`config.mk`:
```
export PLATFORM = sky130hd
export DESIGN_NAME = pmi_port
export DESIGN_NICKNAME = d
export VERILOG_FILES = /design/src/pmi_pkg.sv /design/src/pmi_line_if.sv /design/src/pmi_line_mon.sv /design/src/pmi_port.sv
export VERILOG_INCLUDE_DIRS = /design/src
export SDC_FILE = /design/constraint.sdc
export NUM_CORES = 2
export LEC_CHECK = 0
export BUFFER_PORTS_ARGS = -buffer_cell sky130_fd_sc_hd__buf_4
export CAP_MARGIN = 20
export CORE_AREA = 2 2 581 583
export DETAILED_ROUTE_END_ITERATION = 16
export DIE_AREA = 0 0 583 585
export GPL_TIMING_DRIVEN = 0
export SLEW_MARGIN = 20
export SYNTH_ARGS = -nofsm -noshare
export SYNTH_HDL_FRONTEND = slang
export SYNTH_SLANG_ARGS = --single-unit
```
`constraint.sdc`:
```
create_clock -name clk_sys -period 8.1 [get_ports clk_sys]
set_clock_uncertainty 0.2 [all_clocks]
set_input_delay 1.62 -clock clk_sys [delete_from_list [all_inputs] [get_ports clk_sys]]
set_output_delay 1.62 -clock clk_sys [all_outputs]
set_load 0.02 [all_outputs]
```
`src/pmi_regs.svh`:
```
/*
 * Constants of the serial register port: bus address, register map
 * offsets used by the port logic, reset values and field positions.
 * Assumes inclusion by bare name from the design files.
 */
`ifndef PMI_REGS_SVH
`define PMI_REGS_SVH

// ****************************************************************
// Bus
// ****************************************************************
`define PMI_TARGET_ADDR   7'h60
`define PMI_CLK_NS        10
`define PMI_SCL_MAX_KHZ   3400
`define PMI_SCL_MIN_CYC   ((1000000 / `PMI_SCL_MAX_KHZ) / `PMI_CLK_NS)

// ****************************************************************
// Register file and byte bit counts
// ****************************************************************
`define PMI_IDX_LAST      8'hFF
`define PMI_OTP_DEFAULT   8'h00
`define PMI_BUCK0_CTRL    8'h02
`define PMI_BUCK1_CTRL    8'h04
`define PMI_LDO0_CTRL     8'h08
`define PMI_LDO1_CTRL     8'h09
`define PMI_EN_BIT        0
`define PMI_BIT_LAST      4'h7
`define PMI_BIT_ACK       4'h8

`endif

```
`src/pmi_pkg.sv`:
```
/*
 * Types of the serial register port: operating modes and the byte
 * engine states. Assumes nothing of its surroundings.
 */
package pmi_pkg;

    typedef enum logic [3:0] {
        MODE_SHUT  = 4'h1,
        MODE_LOAD  = 4'h2,
        MODE_STBY  = 4'h4,
        MODE_ACT   = 4'h8
    } pmi_mode_e;

    typedef enum logic [7:0] {
        ST_IDLE    = 8'h01,
        ST_ADDR    = 8'h02,
        ST_REG     = 8'h04,
        ST_WDATA   = 8'h08,
        ST_RDATA   = 8'h10,
        ST_MACK    = 8'h20,
        ST_IGNORE  = 8'h40,
        ST_SPARE   = 8'h80
    } pmi_state_e;

endpackage

```
`src/pmi_line_if.sv`:
```
/*
 * Carrier between the line monitor and the byte engine: synchronised
 * levels and one-cycle bus events. Assumes a single clk_sys domain.
 */
`timescale 1ns/1ns
interface pmi_line_if;
    logic scl_s;
    logic sda_s;
    logic sup_s;
    logic scl_rise;
    logic scl_fall;
    logic start;
    logic stop;

    modport mon (output scl_s, sda_s, sup_s, scl_rise, scl_fall, start,
                 stop);
    modport eng (input scl_s, sda_s, sup_s, scl_rise, scl_fall, start,
                 stop);
endinterface

```
`src/pmi_line_mon.sv`:
```
/*
 * Line monitor: brings the bus clock, bus data and supply comparator
 * into clk_sys and finds clock edges and start/stop conditions.
 * Assumes asynchronous inputs from pins.
 */
`timescale 1ns/1ns
module pmi_line_mon (
    input  wire logic clk_sys,    // System clock
    input  wire logic srst,       // Synchronous reset
    input  wire logic scl_pin,    // Bus clock pin
    input  wire logic sda_pin_in, // Bus data pin level
    input  wire logic sup_pin,    // Supply above lockout
    pmi_line_if.mon   line        // Events to the engine
);
    logic [2:0] raw;
    logic [2:0] sync1_r;
    logic [2:0] sync2_r;
    logic       scl_d_r;
    logic       sda_d_r;

    assign raw = {sup_pin, sda_pin_in, scl_pin};

    // ************************************************************
    // Two-stage synchronisers
    // ************************************************************
    genvar g;
    generate
        for (g = 0; g < 3; g++) begin : gen_sync
            always_ff @(posedge clk_sys) begin
                if (srst) begin
                    sync1_r[g] <= 1'b1;
                    sync2_r[g] <= 1'b1;
                end else begin
                    sync1_r[g] <= raw[g];
                    sync2_r[g] <= sync1_r[g];
                end
            end
        end
    endgenerate

    always_ff @(posedge clk_sys) begin
        if (srst) begin
            scl_d_r <= 1'b1;
            sda_d_r <= 1'b1;
        end else begin
            scl_d_r <= sync2_r[0];
            sda_d_r <= sync2_r[1];
        end
    end

    assign line.scl_s    = sync2_r[0];
    assign line.sda_s    = sync2_r[1];
    assign line.sup_s    = sync2_r[2];
    assign line.scl_rise = !scl_d_r && sync2_r[0];
    assign line.scl_fall = scl_d_r && !sync2_r[0];
    // Data edge with clock high on both samples
    assign line.start = scl_d_r && sync2_r[0] && sda_d_r && !sync2_r[1];
    assign line.stop  = scl_d_r && sync2_r[0] && !sda_d_r && sync2_r[1];
endmodule

```
`src/pmi_port.sv`:
```
/*
 * Serial register port of the power device: byte engine, register
 * file, fuse load and operating mode.
 * Assumes asynchronous bus pins with external pull-ups and a supply
 * comparator level; all logic runs on clk_sys.
 */
// How it works
// - Runs at 100 kHz to 3.4 MHz bus clocks by oversampling at 100 MHz.
// - Data changes only while clock low; held while clock high.
// - Data falling while clock high marks start of transfer.
// - Data rising while clock high marks end of transfer.
// - Bus busy from start until stop, free after.
// - Repeated start restarts address reception like a start.
// - Bytes are eight bits, MSB first, then one acknowledge slot.
// - Port pulls data low in the ninth pulse after each byte received, except in a transfer whose address byte is refused.
// - Below supply lockout the port never drives data.
// - First byte: seven-bit address then direction, 0 write, 1 read.
// - Write: byte after address picks register, next byte stored.
// - Standby and active allow reading and writing every register.
// - Above lockout: fuse load, regulators off, defaults copied in.
// - Active when any regulator enabled, standby when none.
// - Index advances after each written byte; reads do not advance.
`timescale 1ns/1ns
`include "pmi_regs.svh"
module pmi_port (
    input  wire logic       clk_sys,                   // 100 MHz clock
    input  wire logic       srst,                      // Sync reset
    input  wire logic       scl_pin,                   // Bus clock
    input  wire logic       sda_pin_in,                // Bus data in
    output logic            sda_pin_out,               // Bus data out
    output logic            sda_pin_oe,                // Data drive
    input  wire logic       main_supply_above_lockout, // Supply good
    output logic [3:0]      op_mode,                   // Mode, one-hot
    output logic [3:0]      reg_enable                 // Regulators on
);
    pmi_line_if line ();

    pmi_pkg::pmi_state_e state_r;
    pmi_pkg::pmi_mode_e  mode_r;
    logic [7:0] regs [256];
    logic [3:0] cnt_r;
    logic [7:0] shift_r;
    logic [7:0] tx_r;
    logic [7:0] idx_r;
    logic [7:0] load_idx_r;
    logic       ack_r;
    logic       rw_r;
    logic       nack_r;
    logic       oe_r;
    logic       wr_stb_r;
    logic [7:0] wr_idx_r;
    logic [7:0] wr_data_r;
    logic [3:0] en_bits;
    logic       any_en;
    logic       access_ok;

    localparam logic [7:0] EN_REG [4] = '{`PMI_BUCK0_CTRL, `PMI_BUCK1_CTRL,
                                          `PMI_LDO0_CTRL, `PMI_LDO1_CTRL};

    // Oversampling: fastest clock high time spans several samples
    pmi_line_mon u_mon (
        .clk_sys    (clk_sys),
        .srst       (srst),
        .scl_pin    (scl_pin),
        .sda_pin_in (sda_pin_in),
        .sup_pin    (main_supply_above_lockout),
        .line       (line.mon)
    );

    function automatic logic [7:0] otp_default(input logic [7:0] idx);
        otp_default = `PMI_OTP_DEFAULT ^ (idx & 8'h00);
    endfunction

    assign access_ok = (mode_r == pmi_pkg::MODE_STBY) ||
                       (mode_r == pmi_pkg::MODE_ACT);

    genvar g;
    generate
        for (g = 0; g < 4; g++) begin : gen_en
            assign en_bits[g] = regs[EN_REG[g]][`PMI_EN_BIT];
        end
    endgenerate
    assign any_en = |en_bits;

    // ************************************************************
    // Byte engine and data line drive
    // ************************************************************
    // Drive only turns on at a seen clock fall, so data is steady high; start, stop and lockout only release it
    always_ff @(posedge clk_sys) begin
        if (srst) begin
            state_r  <= pmi_pkg::ST_IDLE;
            cnt_r    <= 4'h0;
            shift_r  <= 8'h00;
            tx_r     <= 8'h00;
            idx_r    <= 8'h00;
            ack_r    <= 1'b0;
            rw_r     <= 1'b0;
            nack_r   <= 1'b0;
            oe_r     <= 1'b0;
            wr_stb_r <= 1'b0;
            wr_idx_r <= 8'h00;
            wr_data_r <= 8'h00;
        end else begin
            wr_stb_r <= 1'b0;
            if (line.start) begin
                state_r <= pmi_pkg::ST_ADDR;
                cnt_r   <= 4'h0;
                ack_r   <= 1'b0;
                oe_r    <= 1'b0;
            end else if (line.stop) begin
                state_r <= pmi_pkg::ST_IDLE;
                ack_r   <= 1'b0;
                oe_r    <= 1'b0;
            end else begin
                case (state_r)
                    pmi_pkg::ST_ADDR, pmi_pkg::ST_REG,
                    pmi_pkg::ST_WDATA: begin
                        if (!ack_r && line.scl_rise) begin
                            shift_r <= {shift_r[6:0], line.sda_s};
                            cnt_r   <= cnt_r + 4'h1;
                        end else if (!ack_r && line.scl_fall &&
                                     cnt_r == `PMI_BIT_ACK) begin
                            cnt_r <= 4'h0;
                            ack_r <= 1'b1;
                            oe_r  <= 1'b1;
                            if (state_r == pmi_pkg::ST_ADDR) begin
                                rw_r <= shift_r[0];
                                if (shift_r[7:1] != `PMI_TARGET_ADDR ||
                                    !access_ok) begin
                                    state_r <= pmi_pkg::ST_IGNORE;
                                    ack_r   <= 1'b0;
                                    oe_r    <= 1'b0;
                                end
                            end else if (state_r == pmi_pkg::ST_REG) begin
                                idx_r <= shift_r;
                            end else begin
                                wr_stb_r  <= 1'b1;
                                wr_idx_r  <= idx_r;
                                wr_data_r <= shift_r;
                                idx_r     <= idx_r + 8'h01;
                            end
                        end else if (ack_r && line.scl_fall) begin
                            ack_r <= 1'b0;
                            oe_r  <= 1'b0;
                            if (state_r == pmi_pkg::ST_ADDR && rw_r) begin
                                state_r <= pmi_pkg::ST_RDATA;
                                tx_r    <= regs[idx_r];
                                oe_r    <= !regs[idx_r][7];
                            end else if (state_r == pmi_pkg::ST_ADDR) begin
                                state_r <= pmi_pkg::ST_REG;
                            end else begin
                                state_r <= pmi_pkg::ST_WDATA;
                            end
                        end
                    end
                    pmi_pkg::ST_RDATA: begin
                        if (line.scl_fall) begin
                            if (cnt_r == `PMI_BIT_LAST) begin
                                cnt_r   <= 4'h0;
                                oe_r    <= 1'b0;
                                state_r <= pmi_pkg::ST_MACK;
                            end else begin
                                cnt_r <= cnt_r + 4'h1;
                                tx_r  <= {tx_r[6:0], 1'b0};
                                oe_r  <= !tx_r[6];
                            end
                        end
                    end
                    pmi_pkg::ST_MACK: begin
                        if (line.scl_rise) begin
                            nack_r <= line.sda_s;
                        end else if (line.scl_fall) begin
                            if (nack_r) begin
                                state_r <= pmi_pkg::ST_IGNORE;
                            end else begin
                                state_r <= pmi_pkg::ST_RDATA;
                                tx_r    <= regs[idx_r];
                                oe_r    <= !regs[idx_r][7];
                            end
                        end
                    end
                    default: begin
                        ack_r <= 1'b0;
                    end
                endcase
            end
            if (!line.sup_s) begin
                oe_r <= 1'b0;
            end
        end
    end

    // ************************************************************
    // Register file and fuse load
    // ************************************************************
    // Bus writes need standby or active at the address byte; the fuse walk wins a clash
    always_ff @(posedge clk_sys) begin
        if (mode_r == pmi_pkg::MODE_LOAD) begin
            regs[load_idx_r] <= otp_default(load_idx_r);
        end else if (wr_stb_r) begin
            regs[wr_idx_r] <= wr_data_r;
        end
    end

    // ************************************************************
    // Operating mode
    // ************************************************************
    always_ff @(posedge clk_sys) begin
        if (srst) begin
            mode_r     <= pmi_pkg::MODE_SHUT;
            load_idx_r <= 8'h00;
        end else if (!line.sup_s) begin
            mode_r     <= pmi_pkg::MODE_SHUT;
            load_idx_r <= 8'h00;
        end else begin
            case (mode_r)
                pmi_pkg::MODE_SHUT: begin
                    mode_r <= pmi_pkg::MODE_LOAD;
                end
                pmi_pkg::MODE_LOAD: begin
                    load_idx_r <= load_idx_r + 8'h01;
                    if (load_idx_r == `PMI_IDX_LAST) begin
                        mode_r <= pmi_pkg::MODE_STBY;
                    end
                end
                default: begin
                    mode_r <= any_en ? pmi_pkg::MODE_ACT
                                     : pmi_pkg::MODE_STBY;
                end
            endcase
        end
    end

    always_ff @(posedge clk_sys) begin
        if (srst) begin
            reg_enable <= 4'h0;
        end else begin
            reg_enable <= access_ok ? en_bits : 4'h0;
        end
    end

    // Open drain: only ever pulls low
    always_ff @(posedge clk_sys) begin
        sda_pin_out <= 1'b0;
    end
    assign sda_pin_oe = oe_r;
    assign op_mode    = mode_r;
endmodule

```
; Word level (Yosys, flattened, before mapping)
; Memory sizes are Yosys's and may differ from the RTL's. A register that Yosys moved wholly into a read port is not among the register bits.
; Cells that the tools add are included.
[totals]
out_inout_bits = 10
register_bits = 80
in_bits = 5
mem_bits_rw = 2048
word_cells = 181
memories = 1
[mem_list]
columns = memory, words, word_bits, read_ports, rd_clocked_by_memory_dff, wr, line_no
row1 = regs, 256, 8, 5, 1, 1, pmi_port.sv:40  ; logic [7:0] regs [256];
[op_classes]
n_mux = 61
addsub = 3
bitwise = 10
n_reduce_logical = 46
n_eq_ne = 36
[ops]
columns = op, n
row1 = 2-to-1 mux 8 bit, 14
row2 = 2-to-1 mux 7 bit, 10
row3 = 2-to-1 mux 4 bit, 7
row4 = case mux 8 bit (3 select lines), 1
row5 = 2-to-1 mux 1 bit, 21
row6 = case mux 7 bit (3 select lines), 1
row7 = "!= test 2 bit, second input constant", 10
row8 = "!= test 4 bit, second input constant", 5
row9 = AND reduction 9 bit, 2
row10 = "adder 8 x 1 -> 8 bit, second input constant", 2
row11 = case mux 4 bit (2 select lines), 2
row12 = "!= test 5 bit, second input constant", 3
row13 = AND reduction 7 bit, 2
row14 = logical AND 1 bit, 12
row15 = "!= test 3 bit, second input constant", 4
row16 = AND reduction 12 bit, 1
row17 = AND reduction 4 bit, 3
row18 = AND reduction 6 bit, 2
row19 = inverter 1 bit, 10
row20 = "== test 4 x 3 -> 1 bit, second input constant", 2
row21 = "== test 4 bit, second input constant", 2
row22 = "== test 8 x 2 -> 1 bit, second input constant", 1
row23 = "== test 8 x 3 -> 1 bit, second input constant", 1
row24 = "== test 8 x 4 -> 1 bit, second input constant", 1
row25 = other kinds (23), 37

; Logic depth before layout (Yosys ltp)
[depth]
word_depth = 11
mapped_depth = 12
depth_no_buf = 9

; By module
; Synthesis repeated with hierarchy kept, for this count alone.
[hier_totals]
hier_cells = 4031
area_unflattened_um2 = 83186.0
[modules_own_cells]
columns = module, seq_area_each_um2, cells_per_inst, n_inst, area_per_inst_um2
row1 = pmi_port, 63080.5, 4011, 1, 82943.3
row2 = pmi_line_mon, 160.2, 20, 1, 242.7

; Worst setup path before layout
; Ideal clock, no wire load.
[synth_path]
kind = register to register
start = register mode_r[0] (netlist: op_mode[0])
end = memory regs[0][0] (data pin)
setup_time_ns = 0.870
required_time_ns = 7.030
n_path_buf = 3
path_slack_ns = 2.412
stages_incl_launch_ff = 7
synth_period_minus_slack_ns = 5.688
arrival_ns = 4.618
path_cell_list = dfxtp_1 buf_2 nor4b_4 nor2b_2 buf_2 clkbuf_1 and2_1
[synth_between]
elab_chain_cells = 5
[synth_lines]
columns = element, line_no
row1 = from (decl), pmi_port.sv:39  ; pmi_pkg::pmi_mode_e mode_r;
row2 = from (signal assigned), pmi_port.sv:210  ; mode_r <= pmi_pkg::MODE_SHUT;
row3 = from (signal assigned), pmi_port.sv:213  ; mode_r <= pmi_pkg::MODE_SHUT;
row4 = from (signal assigned), pmi_port.sv:218  ; mode_r <= pmi_pkg::MODE_LOAD;
row5 = == test 4 x 2 -> 1 bit, pmi_port.sv:198  ; if (mode_r == pmi_pkg::MODE_LOAD) begin
row6 = 2-to-1 mux 1 bit, pmi_port.sv:198
row7 = 2-to-1 mux 1 bit (not written as such), pmi_port.sv:201  ; regs[wr_idx_r] <= wr_data_r;
row8 = OR reduction 8 bit (no source line), --
row9 = 2-to-1 mux 8 bit (no source line), --
row10 = to (decl), pmi_port.sv:40
; Every way passes these cells.

==> reports/metrics.yaml <==
htreeDepth: 4
synth_edf_count: 2048
yosysTopAreaCell: "edfxtp_1"
required_ps: 8710
ir_drop_mv: 0.1944
antenna_found_initial: 16
post_cts_buffers: 0
leakage_nw: 31.52
seqPwrFrac_pct: 54.7
vias: 46930
outcome: "completed"
power_density_nw_per_um2: 224.3
ys_warn_count: 0
fin_cells: 8999
min_from: "u_mon.sync1_r[0]"
io_buffers: 13
via_per_inst: 5.215
clkTransAtPathRegs_ps: 70
synthTopCellsByArea: "edfxtp_1 (74%), mux4_2 (14%), dfxtp_1 (2.1%), nor2_1 (1.4%), mux2i_1 (1.1%)"
postCtsHoldBufs: 0
avgSynthCellArea_um2: 20.22
first_iter_violations: 8682
grt_max_degree: 84
rsz0062_at_grt: "no"
async_flop_share_pct: 0
setup_tns_ps: 0
synth_ff_type: "edfxtp_1"
die_y_um: 585
hold_violations: 0
grt_pass1_wl_mm: 385.7
ys_top_cells_by_count: "edfxtp_1 (2048), mux4_2 (527), nor2_1 (314), nand2_1 (183)"
synth_area_um2: 83500
pwr-share-comb_pct: 0.3
pwr-share-clk_pct: 45.1
yosysTopAreaCellShare_pct: 73.65
cts_max_path_buffers: 3
first_pass_iters: 6
yosysSeqAreaShare_pct: 75.74
fin_crit_ps: 5809
cts_tree: "done"
place_congestion: 0.9644
setup_viol: 0
synth_cells: 4130
cts_resized: 0
drive_gt1_share_pct: 24.58
drcViolationCount: 0
relSlewSlack_pct: 11.48
hpwl_mm: 191.6
fmax_mhz: 172.1
clock_latency_ps: 880
switching_share_pct: 20.37
switchingPower_mw: 4.437
synth_fp_nets: 4139
synthMostInstantiatedCell: "edfxtp_1"
synth-seq-cells: 2135
cp-start-kind: "register"
avgRoutedWirePerCell_um: 32.29
grt_pass1_vias: 44560
wl_mm: 290.5
rows: 213
cts_made_buffers: 210
clockRootBuffer: "clkbuf_16"
p_int_mw: 17.35
synth_cell_types: 85
die_w_um: 583
finish.utilization_pct: 28.97
worstSetupEndpointType: "register"
start_util_pct: 24.90
core_area_um2: 335300
arrival_ps: 6410
min_path_type: "reg2reg"
slew_viol_final: 0
ios: 15
grt_usage_pct: 16.56
worstMarginPinSlew_ps: 1294
ant_nets: 0
path_class: "reg2reg"
cts_sinks: 2135
fin_crit_sh_pct: 71.71
layout-area-overhead-vs-synth_pct: 16.31
dp_cells: 8595
critPathMaxFanout: 10
dieArea_um2: 341100
finalNetCount: 4410
cap_violations: 0
grt_overflow: 0
-- cell usage in the layout, fill, tap and decap left out, types with 18 or more instances in the layout --
cell type and count:
a211oi_1 35, a21oi_1 83, a22oi_1 66, and2_1 26, buf_16 20, buf_2 99, buf_4 49, buf_6 24
bufinv_16 19, clkbuf_1 123, clkbuf_16 211, clkinv_1 51, clkinv_2 35, dfxtp_1 87, edfxtp_1 2048, mux2i_1 88
mux4_2 527, nand2_1 183, nand2b_1 18, nand3_1 28, nor2_1 311, nor2b_1 25, nor3_1 28, o22ai_1 25
or2_2 19, or3_1 23
-- power by group through the flow --
stage	clock network, mW	registers, mW	logic (mW)
finish	9.82	11.9	0.0567
global route	10.2	11.9	0.0597
CTS	9.81	11.9	0.0551
detailed placement	0	12.1	0.0548
global placement	0	12.1	0.0541
floorplan	0	12.1	0.0299
-- layer usage --
| metal | global-route usage (%) | up-vias | share of wire, % |
|---|---|---|---|
| met5 | 0 | - | 0.030 |
| met4 | 8.598 | 12 | 6.0 |
| met3 | 5.677 | 766 | 14 |
| met2 | 24.95 | 3641 | 44 |
| met1 | 21.05 | 24950 | 36 |
| li1 | - | 17560 | - |
-- registers in the layout, indices dropped and copies added (netlist names), 3 cells and up, named ones only --
signal / flops
state_r: 7
regs: 2048
wr_data_r: 8
wr_idx_r: 8
tx_r: 7
u_mon.sync1_r: 3
cnt_r: 4
reg_enable: 4
op_mode: 4
idx_r: 8
shift_r: 8
load_idx_r: 8
-- final timing paths --
| path | end | slack [ps] | cells after the start |
|---|---|---|---|
| worst min register to register | u_mon.line.scl_s | 210 | 1 |
| worst min-delay path | u_mon.line.scl_s | 210 | 1 |
| worst max-delay path | tx_r[1] | 2290 | 8 |
| worst max register to register | tx_r[1] | 2290 | 8 |
-- layout make-up --
| class | count | area [µm²] |
|---|---|---|
| timing repair buffer | 59 | 1059 |
| fill | 32630 | 238200 |
| antenna | 11 | 27.53 |
| multi-input combinational | 1730 | 19030 |
| inverter | 16 | 60.06 |
| clock buffer | 261 | 5468 |
| sequential | 2135 | 63240 |
| buffer | 249 | 1358 |
| tap | 4407 | 5514 |
| clock inverter | 131 | 1359 |
-- through the flow --
| stage | hold WS [ps] | power (mW) | setup slack (ps) | cell area, µm² |
|---|---|---|---|---|
| after floorplan | 189.5 | 12.18 | 2412 | 83500 |
| after CTS | 223.1 | 21.78 | 2588 | 97060 |
| final | 214.3 | 21.79 | 2291 | 97110 |
| after global placement | 204.5 | 12.20 | -1759 | 89110 |
| after detailed placement | 200.9 | 12.20 | 2588 | 90230 |
| after global routing | 234.4 | 22.18 | 2550 | 97090 |
-- kinds of logic after synthesis --
kind of cell / Yosys count / share of synthesized area (%)
flops: 2135 / 75.74
fa+ha+maj: 4 / 0.05994
simple gates: 760 / 4.223
mux: 624 / 15.39
xor+xnor: 13 / 0.1364
other cells: 1 / 0.004491
buf+inv: 265 / 1.656
compound gates: 328 / 2.789
-- critical path, cell delays in order (launching register included) --
cell and delay, ps:
dfxtp_1 620, buf_2 490, buf_1 840, clkbuf_1 830, clkbuf_1 1000, a211oi_1 300, nor4_1 840, nor3_1 320
a31o_1 260
Note: power is estimated with default switching activity, not from simulation.
